[src/hw/cmo_pkg.sv]
// package for the message object control block
// shared by the control logic and the verification files
package cmo_pkg;
  localparam int          CMO_OBJ_COUNT   = 15;
  localparam logic [7:0]  CMO_SLOT_BYTES  = 8'h10;
  localparam logic [3:0]  CMO_CTRL0_OFS   = 4'h0;
  localparam logic [3:0]  CMO_CTRL1_OFS   = 4'h1;
  localparam logic [3:0]  CMO_SLOT_LAST   = 4'hF;
  localparam logic [7:0]  CMO_RESYNC_ADDR = 8'hFF;
  localparam logic [7:0]  CMO_RESYNC_DATA = 8'hFF;
  localparam logic [4:0]  CMO_RESYNC_LEN  = 5'h10;
  localparam logic [3:0]  CMO_BUF_OBJ     = 4'hF;
  localparam logic [1:0]  CMO_PAIR_CLR    = 2'h1;
  localparam logic [1:0]  CMO_PAIR_SET    = 2'h2;
  localparam logic [1:0]  CMO_PAIR_KEEP   = 2'h3;
  localparam logic [1:0]  CMO_READ_CLR    = 2'h1;
  localparam logic [1:0]  CMO_READ_SET    = 2'h2;
  localparam int          CMO_FIFO_DEPTH  = 16;
  localparam logic [14:0] CMO_FLAGS_RST   = 15'h0000;

  typedef struct packed {
    logic       valid;
    logic       tx_irq_enable;
    logic       rx_irq_enable;
    logic       irq_pending_flag;
    logic       remote_request_pending;
    logic       transmit_request;
    logic       overwrite_lost_flag;
    logic       fresh_data_flag;
  } cmo_flags_t;

  typedef struct packed {
    logic [3:0] obj;
    logic       remote;
  } cmo_txreq_t;

  typedef enum logic [1:0] {
    CMO_IDLE = 2'b00,
    CMO_BUSY = 2'b01,
    CMO_DONE = 2'b10
  } cmo_state_t;
endpackage

[src/hw/cmo_fifo.sv]
// fifo of transmit jobs
// same clock on both sides
`timescale 1ns/10ps
module cmo_fifo #(
  parameter int WIDTH = 5,
  parameter int DEPTH = 16
) (
  input  wire logic             clk,     // system clock
  input  wire logic             rst_b,   // async reset, low
  input  wire logic             in_valid, // write strobe
  output      logic             in_ready, // not full
  input  wire logic [WIDTH-1:0] in_data, // write word
  output      logic             out_valid, // not empty
  input  wire logic             out_ready, // read strobe
  output      logic [WIDTH-1:0] out_data // head word
);
  localparam int AW = $clog2(DEPTH);
  logic [WIDTH-1:0] mem [DEPTH];
  logic [AW:0]      wr_ptr;
  logic [AW:0]      rd_ptr;
  assign in_ready  = (wr_ptr - rd_ptr) != (AW+1)'(DEPTH);
  assign out_valid = wr_ptr != rd_ptr;
  assign out_data  = mem[rd_ptr[AW-1:0]];
  always_ff @(posedge clk) begin
    if (in_valid && in_ready) mem[wr_ptr[AW-1:0]] <= in_data;
  end
  always_ff @(posedge clk or negedge rst_b) begin
    if (!rst_b) begin
      wr_ptr <= '0;
      rd_ptr <= '0;
    end else begin
      if (in_valid && in_ready) wr_ptr <= wr_ptr + 1'b1;
      if (out_valid && out_ready) rd_ptr <= rd_ptr + 1'b1;
    end
  end
endmodule // cmo_fifo

[src/hw/cmo_ctrl.sv]
// control and status bits of the 15 message objects
// host byte port, events from the can engine
// Operation
// - fifteen objects, sixteen byte slots
// - last slot byte belongs elsewhere
// - control bytes at offsets zero and one
// - read pairs: 01 clear, 10 set
// - write changes only addressed pairs
// - invalid objects never touched by engine
// - transmit success interrupts when enabled
// - receive success interrupts when enabled
// - enabled success sets pending, host clears
// - matching remote frame sets remote pending
// - remote answered only when unlocked, clears
// - remote pending alone starts nothing
// - data frame needs all five conditions
// - receive object request sends remote frame
// - remote frame sets request with pending
// - success clears request unless a same-cycle control 1 write sets fresh data or hits a transmit object with fresh data
// - overwrite sets lost; shared with lock
// - lock blocks transmission
// - object fifteen receive only, buffered
// - reception sets fresh data
// - lowest numbered object sent first
// - direction selects transmit or receive
`timescale 1ns/10ps
module cmo_ctrl
  import cmo_pkg::*;
#(
  parameter int NOBJ  = CMO_OBJ_COUNT,
  parameter int DEPTH = CMO_FIFO_DEPTH
) (
  input  wire logic            clk,          // 125 MHz system clock
  input  wire logic            rst_b,        // async reset, low
  input  wire logic            wr_en,        // host write strobe
  input  wire logic            rd_en,        // host read strobe
  input  wire logic [7:0]      addr,         // host byte address
  input  wire logic [7:0]      wdata,        // host write data
  output      logic [7:0]      rdata,        // host read data
  output      logic            rd_hit,       // address is a control byte
  output      logic            resync_done,  // sixteen FF bytes seen
  input  wire logic            init_hold,    // initialisation hold
  input  wire logic            global_irq_enable, // global irq enable
  input  wire logic [NOBJ-1:0] dir_tx,       // direction per object
  input  wire logic            rx_done,      // frame stored pulse
  input  wire logic            rx_remote,    // frame was remote
  input  wire logic [3:0]      rx_obj,       // matching object
  input  wire logic            tx_done,      // transmit success pulse
  input  wire logic [3:0]      tx_obj,       // object sent
  output      logic            tx_start,     // job offered to engine
  output      cmo_txreq_t      tx_job,       // object and frame kind
  input  wire logic            tx_take,      // engine accepts job
  output      logic            irq_req,      // any pending flag, if global irq enabled
  output      logic [NOBJ-1:0] pending_vec   // pending per object
);
  // ------------------------------------------------------------
  // address decode
  // ------------------------------------------------------------
  function automatic logic [3:0] obj_of(input logic [7:0] a);
    obj_of = a[7:4];
  endfunction
  function automatic logic is_ctrl(input logic [7:0] a);
    is_ctrl = (a[7:4] >= 4'h1) && (a[7:4] <= 4'(NOBJ))
            && ((a[3:0] == CMO_CTRL0_OFS) || (a[3:0] == CMO_CTRL1_OFS));
  endfunction
  function automatic logic pair_upd(input logic cur, input logic [1:0] p);
    case (p)
      CMO_PAIR_CLR: pair_upd = 1'b0;
      CMO_PAIR_SET: pair_upd = 1'b1;
      default:      pair_upd = cur;
    endcase
  endfunction
  function automatic logic [1:0] pair_rd(input logic f);
    pair_rd = f ? CMO_READ_SET : CMO_READ_CLR;
  endfunction

  cmo_flags_t       flg [NOBJ];
  logic [NOBJ-1:0]  lock;
  logic [NOBJ-1:0]  queued;
  logic [4:0]       ff_count;
  cmo_state_t       state;
  logic             fifo_in_ready;
  logic             fifo_out_valid;
  logic [4:0]       fifo_out_data;
  logic [3:0]       pick;
  logic             pick_ok;
  logic             pick_remote;

  // ------------------------------------------------------------
  // serial resync counter
  // ------------------------------------------------------------
  always_ff @(posedge clk or negedge rst_b) begin
    if (!rst_b) begin
      ff_count <= '0;
    end else if (wr_en && addr == CMO_RESYNC_ADDR) begin
      if (wdata != CMO_RESYNC_DATA) ff_count <= '0;
      else if (ff_count != CMO_RESYNC_LEN) ff_count <= ff_count + 5'h1;
    end
  end
  assign resync_done = (ff_count == CMO_RESYNC_LEN);

  // ------------------------------------------------------------
  // read path
  // ------------------------------------------------------------
  always_ff @(posedge clk or negedge rst_b) begin
    if (!rst_b) begin
      rdata  <= 8'h00;
      rd_hit <= 1'b0;
    end else if (rd_en) begin
      rd_hit <= is_ctrl(addr);
      rdata  <= 8'h00;
      if (is_ctrl(addr)) begin
        if (addr[3:0] == CMO_CTRL0_OFS) begin
          rdata <= {pair_rd(flg[obj_of(addr)-1].valid),
                    pair_rd(flg[obj_of(addr)-1].tx_irq_enable),
                    pair_rd(flg[obj_of(addr)-1].rx_irq_enable),
                    pair_rd(flg[obj_of(addr)-1].irq_pending_flag)};
        end else begin
          rdata <= {pair_rd(flg[obj_of(addr)-1].remote_request_pending),
                    pair_rd(flg[obj_of(addr)-1].transmit_request),
                    pair_rd(dir_tx[obj_of(addr)-1] ? lock[obj_of(addr)-1]
                                                   : flg[obj_of(addr)-1].overwrite_lost_flag),
                    pair_rd(flg[obj_of(addr)-1].fresh_data_flag)};
        end
      end
    end
  end

  // ------------------------------------------------------------
  // flags per object
  // ------------------------------------------------------------
  genvar g;
  generate
    for (g = 0; g < NOBJ; g++) begin : g_obj
      localparam logic [3:0] ID = 4'(g + 1);
      localparam logic       BUF = (ID == CMO_BUF_OBJ);
      wire logic w0  = wr_en && is_ctrl(addr) && obj_of(addr) == ID && addr[3:0] == CMO_CTRL0_OFS;
      wire logic w1  = wr_en && is_ctrl(addr) && obj_of(addr) == ID && addr[3:0] == CMO_CTRL1_OFS;
      wire logic txm = dir_tx[g] && !BUF;
      wire logic rxe = rx_done && rx_obj == ID && flg[g].valid;
      wire logic txe = tx_done && tx_obj == ID && flg[g].valid;
      always_ff @(posedge clk or negedge rst_b) begin
        if (!rst_b) begin
          flg[g]  <= cmo_flags_t'(8'h00);
          lock[g] <= 1'b0;
        end else begin
          if (w0) begin
            flg[g].valid            <= pair_upd(flg[g].valid, wdata[7:6]);
            flg[g].tx_irq_enable    <= BUF ? 1'b0 : pair_upd(flg[g].tx_irq_enable, wdata[5:4]);
            flg[g].rx_irq_enable    <= pair_upd(flg[g].rx_irq_enable, wdata[3:2]);
            flg[g].irq_pending_flag <= pair_upd(flg[g].irq_pending_flag, wdata[1:0]);
          end
          if (w1) begin
            flg[g].remote_request_pending <= pair_upd(flg[g].remote_request_pending, wdata[7:6]);
            flg[g].transmit_request <= BUF ? 1'b0 : pair_upd(flg[g].transmit_request, wdata[5:4]);
            if (txm) lock[g] <= pair_upd(lock[g], wdata[3:2]);
            else flg[g].overwrite_lost_flag <= pair_upd(flg[g].overwrite_lost_flag, wdata[3:2]);
            flg[g].fresh_data_flag  <= pair_upd(flg[g].fresh_data_flag, wdata[1:0]);
          end
          // receive events override host writes in the same cycle; transmit success keeps a host control 1 fresh data write
          if (rxe) begin
            if (rx_remote && txm) begin
              flg[g].remote_request_pending <= 1'b1;
              flg[g].transmit_request       <= 1'b1;
            end else if (!rx_remote && !txm) begin
              flg[g].fresh_data_flag <= 1'b1;
              if (flg[g].fresh_data_flag) flg[g].overwrite_lost_flag <= 1'b1;
              if (flg[g].rx_irq_enable) flg[g].irq_pending_flag <= 1'b1;
            end
          end
          if (txe) begin
            if (!(w1 && wdata[1:0] == CMO_PAIR_SET) && !(txm && flg[g].fresh_data_flag && w1)) begin
              flg[g].transmit_request       <= 1'b0;
              flg[g].remote_request_pending <= 1'b0;
            end
            if (txm) flg[g].fresh_data_flag <= w1 ? pair_upd(flg[g].fresh_data_flag, wdata[1:0]) : 1'b0;
            if (flg[g].tx_irq_enable) flg[g].irq_pending_flag <= 1'b1;
          end
        end
      end
    end
  endgenerate

  // ------------------------------------------------------------
  // transmit selection, lowest number first
  // ------------------------------------------------------------
  always_comb begin
    pick        = 4'h0;
    pick_ok     = 1'b0;
    pick_remote = 1'b0;
    for (int i = NOBJ - 1; i >= 0; i--) begin
      if (!init_hold && flg[i].valid && flg[i].transmit_request && !queued[i]
          && i != NOBJ - 1) begin
        if (dir_tx[i] && flg[i].fresh_data_flag && !lock[i]) begin
          pick        = 4'(i + 1);
          pick_ok     = 1'b1;
          pick_remote = 1'b0;
        end else if (!dir_tx[i]) begin
          pick        = 4'(i + 1);
          pick_ok     = 1'b1;
          pick_remote = 1'b1;
        end
      end
    end
  end

  always_ff @(posedge clk or negedge rst_b) begin
    if (!rst_b) begin
      state    <= CMO_IDLE;
      queued   <= '0;
    end else begin
      case (state)
        CMO_IDLE: if (pick_ok && fifo_in_ready) begin
          queued[pick-1] <= 1'b1;
          state          <= CMO_BUSY;
        end
        CMO_BUSY: state <= CMO_DONE;
        CMO_DONE: state <= CMO_IDLE;
        default:  state <= CMO_IDLE;
      endcase
      if (tx_done && tx_obj >= 4'h1 && tx_obj <= 4'(NOBJ)) queued[tx_obj-1] <= 1'b0;
    end
  end

  cmo_fifo #(.WIDTH(5), .DEPTH(DEPTH)) u_fifo (
    .clk       (clk),
    .rst_b     (rst_b),
    .in_valid  (state == CMO_IDLE && pick_ok),
    .in_ready  (fifo_in_ready),
    .in_data   ({pick, pick_remote}),
    .out_valid (fifo_out_valid),
    .out_ready (tx_take),
    .out_data  (fifo_out_data)
  );

  assign tx_start = fifo_out_valid;
  assign tx_job   = cmo_txreq_t'(fifo_out_data);

  // ------------------------------------------------------------
  // interrupt summary
  // ------------------------------------------------------------
  always_comb begin
    for (int i = 0; i < NOBJ; i++) pending_vec[i] = flg[i].irq_pending_flag;
  end
  assign irq_req = global_irq_enable && (|pending_vec);
endmodule // cmo_ctrl

[config.mk]
export PLATFORM = sky130hd
export DESIGN_NAME = cmo_ctrl
export DESIGN_NICKNAME = d
export VERILOG_FILES = /design/src/hw/cmo_pkg.sv /design/src/hw/cmo_fifo.sv /design/src/hw/cmo_ctrl.sv
export SDC_FILE = /design/constraint.sdc
export NUM_CORES = 1
export LEC_CHECK = 0
export ABC_AREA = 1
export BUFFER_PORTS_ARGS = -buffer_cell sky130_fd_sc_hd__buf_2
export CAP_MARGIN = 15
export CORE_ASPECT_RATIO = 1.25
export CORE_UTILIZATION = 45
export CTS_CLUSTER_DIAMETER = 30
export DETAILED_ROUTE_END_ITERATION = 10
export PLACE_DENSITY = 0.76
export SLEW_MARGIN = 0
export SYNTH_ARGS = -nofsm -noshare
export SYNTH_HDL_FRONTEND = slang
export SYNTH_SLANG_ARGS = --single-unit
[constraint.sdc]
create_clock -name clk -period 2.4 [get_ports clk]
set_input_delay 0.12 -clock clk [delete_from_list [all_inputs] [get_ports clk]]
set_output_delay 0.12 -clock clk [all_outputs]
set_load 0.01 [all_outputs]
==> results.json <==
{
  "syn_area_mm2": 0.0146,
  "cp.required_ps": 2830,
  "synth_nets": 1951,
  "max_slew_margin_pct": 40.8,
  "synthXorXnorAreaFrac_pct": 1.02,
  "ys_seq_area_share_pct": 46.3,
  "timing.final.crit_share_pct": 109,
  "netlist_instances": 1879,
  "synth_largest_area_cell": "dfrtp_1",
  "root_buffer": "clkbuf_16",
  "setup_slack_ps": -225,
  "drt_iter0_markers": 1562,
  "setup_violations": 26,
  "fp.coreArea_mm2": 0.0318,
  "powerDensity_mw_per_mm2": 798,
  "start_kind": "flip-flop",
  "synth_seq_cells": 253,
  "fp.dieW_um": 163,
  "n_antenna_cell": 0,
  "fillCellCount": 2703,
  "syn_area_per_cell_um2": 7.74,
  "rows": 73,
  "worstMarginPinSlew_ps": 881,
  "ys.flop_type": "dfrtp_1",
  "initial_core_util_pct": 45.8,
  "fmax_ghz": 0.381,
  "antenna_left": 0,
  "grt.overflow.total": 0,
  "placed_area_mm2": 0.0167,
  "min_period_ps": 2630,
  "num_vias": 15356,
  "drive_gt1_share_pct": 20.9,
  "dp_hpwl_um": 40200,
  "cts_sinks": 253,
  "die_h_um": 203,
  "track_usage_pct": 34.3,
  "synth_top_family_by_area": "simple AND/OR/NAND/NOR gates",
  "yosysUniqueCellTypes": 58,
  "yosysMostFrequentCell": "nand2_1",
  "cpPeakStageDelay_ps": 390,
  "synth_commonest_cells": "358 x nand2_1, 246 x o21ai_0, 235 x inv_1",
  "synth-simple-area-share_pct": 22.5,
  "cts_max_level": 2,
  "clkTransAtPathRegs_ps": 50,
  "synth_edf_count": 80,
  "cts_buffer_depth": 3,
  "drv_cap": 0,
  "final_max_slew_viol_count": 0,
  "cts_tree": "built",
  "antenna_found_initial": 1,
  "fin_skew_ps": 22.2,
  "wirelength_um": 56900,
  "hold_violations": 0,
  "ys_async_sr_fraction_pct": 68.4,
  "whs_ps": 10.7,
  "grt_pass1_wl_um": 85600,
  "cpMostUsedCell": "nand2_1",
  "firstDrtPassIters": 6,
  "crit_fanout": 16,
  "status": "finished, violations left",
  "layout.nets": 2215,
  "via_per_inst": 5.91,
  "cts-buffers-inserted": 52,
  "wl_per_cell_um": 21.9,
  "path_class": "reg -> reg",
  "gp_congestion": 1.01,
  "io_pins": 81,
  "ys_warn_count": 0,
  "worstSkewPairLatency_ps": 580,
  "synth-compound-area-share_pct": 19.0,
  "hold_path.class": "in -> reg",
  "area_growth_pct": 32.3,
  "grt_max_degree": 79,
  "rsz0062_at_grt": "true",
  "violations": "negative setup slack",
  "muxShareOfSynthArea_pct": 0.138,
  "synth_adder_area_share_pct": 1.98,
  "worstSetupEndpointType": "flip-flop",
  "leakage_nw": 8.83,
  "ir_worst_vdd_mv": 0.635,
  "finalInstanceArea_mm2": 0.0193,
  "cp.arrival_ps": 3050,
  "synth_top_area_share_pct": 29.8,
  "synth.area.top_cells": "dfrtp_1 30%, edfxtp_1 17%, nand2_1 9.2%",
  "final.setup.tns_ps": -4300,
  "drc": 0,
  "portBuffers": 80,
  "dieArea_mm2": 0.0331,
  "crit_slowest_cell": "dfrtp_1",
  "grt_pass1_vias": 15270
}
[cell usage in the layout (no fill, tap or decap), types with 12 or more instances in the layout]
| cell | n |
|---|---|
| a21oi_1 | 87 |
| buf_12 | 13 |
| buf_2 | 79 |
| buf_4 | 173 |
| clkbuf_16 | 54 |
| dfrtp_1 | 172 |
| dlygate4sd3_1 | 21 |
| edfxtp_1 | 80 |
| ha_1 | 22 |
| inv_1 | 232 |
| nand2_1 | 349 |
| nand3_1 | 88 |
| nand4_1 | 23 |
| nor2_1 | 196 |
| nor2_2 | 16 |
| nor2_4 | 12 |
| nor3_1 | 40 |
| o211ai_1 | 13 |
| o21ai_0 | 237 |
| o21ai_1 | 12 |
| o221ai_1 | 19 |
| o22ai_1 | 36 |
[worst max-delay path: cells and delay by family (launching register included)]
family / cells / cell delay (ps)
AO/OA/AOI/OAI: 1 / 190
buffers and inverters: 2 / 290
flip-flops: 1 / 390
AND/OR/NAND/NOR: 26 / 1590
[registers in the layout (all words and copies together) (netlist names)]
register       flops
u_fifo.wr_ptr      5
rd_hit             1
u_fifo.mem        80
state              2
rdata              8
flg              104
queued            14
ff_count           5
lock              14
u_fifo.rd_ptr      5
pending_vec       15
[power breakdown]
group          leakage, nW  total [mW]  switching [mW]  internal [mW]
Sequential            3.06        4.61          0.0742           4.54
Clock                0.900        7.66            2.67           4.99
Combinational         4.87        3.11            1.95           1.15
Total                 8.83        15.4            4.69           10.7
[cell families (layout without fill, tap and decap cells)]
| group | Yosys count | count (layout) |
|---|---|---|
| and+or+nand+nor | 771 | 771 |
| AOI/OAI and AO/OA | 480 | 480 |
| buffers and inverters | 333 | 641 |
| DFF | 253 | 253 |
| adders and majority gates | 23 | 23 |
| xor gates and xnor gates | 17 | 17 |
| muxes | 2 | 2 |
[per-layer routing]
layer / GRT usage [%] / vias up / part of all wire [%]
li1: - / 6900 / -
met1: 39.8 / 7192 / 35
met2: 57.3 / 981 / 48
met3: 6.11 / 281 / 9.2
met4: 24.0 / 2 / 7.7
met5: 0 / - / 0.028
[layout make-up]
type | count | area (um2) | share of cell area [%]
clock buffer | 63 | 1430 | 7.45
clock inverter | 35 | 443 | 2.30
inverter | 247 | 948 | 4.93
multi-input combinational | 1293 | 6860 | 35.6
sequential | 253 | 6730 | 35.0
tap | 412 | 515 | 2.68
timing repair buffer | 296 | 2320 | 12.0
[repair_timing]
action / in CTS / in global routing
setup buffers: 5 / 3
endpoints found under the hold margin: 135 / 0
gates cloned: 1 / 1
pin swaps: 12 / 15
setup endpoints to repair: 72 / 148
hold buffers: 21 / 0
gates resized for setup: 36 / 59
[worst paths after layout]
kind | from | end | slack (ps) | cells after the start
worst max-delay path | queued[12]$_DFF_PN0_ | u_fifo.mem[2][0]$_DFFE_PP_ | -230 | 29
worst max register to register | queued[12]$_DFF_PN0_ | u_fifo.mem[2][0]$_DFFE_PP_ | -230 | 29
min in group asynchronous | rst_b | flg[65]$_DFF_PN0_ | 100 | 2
worst min register to register | state[1]$_DFFE_PN0P_ | state[1]$_DFFE_PN0P_ | 430 | 1
worst min-delay path | addr[6] | pending_vec[1]$_DFF_PN0_ | 10 | 4
max in group asynchronous | rst_b | flg[21]$_DFFE_PN0P_ | 1540 | 3
[metrics by stage]
stage	instances	total power, mW	util [%]	setup WS (ps)
after floorplan	1879	6.19	-	-23.4
after global placement	2471	7.21	52.4	-463
after detailed placement	2471	7.30	52.4	-537
after CTS	2596	15.1	59.7	-89.5
after global routing	2599	15.8	60.6	-513
final	2599	15.4	60.6	-225
(Power assumes the default switching activity.)
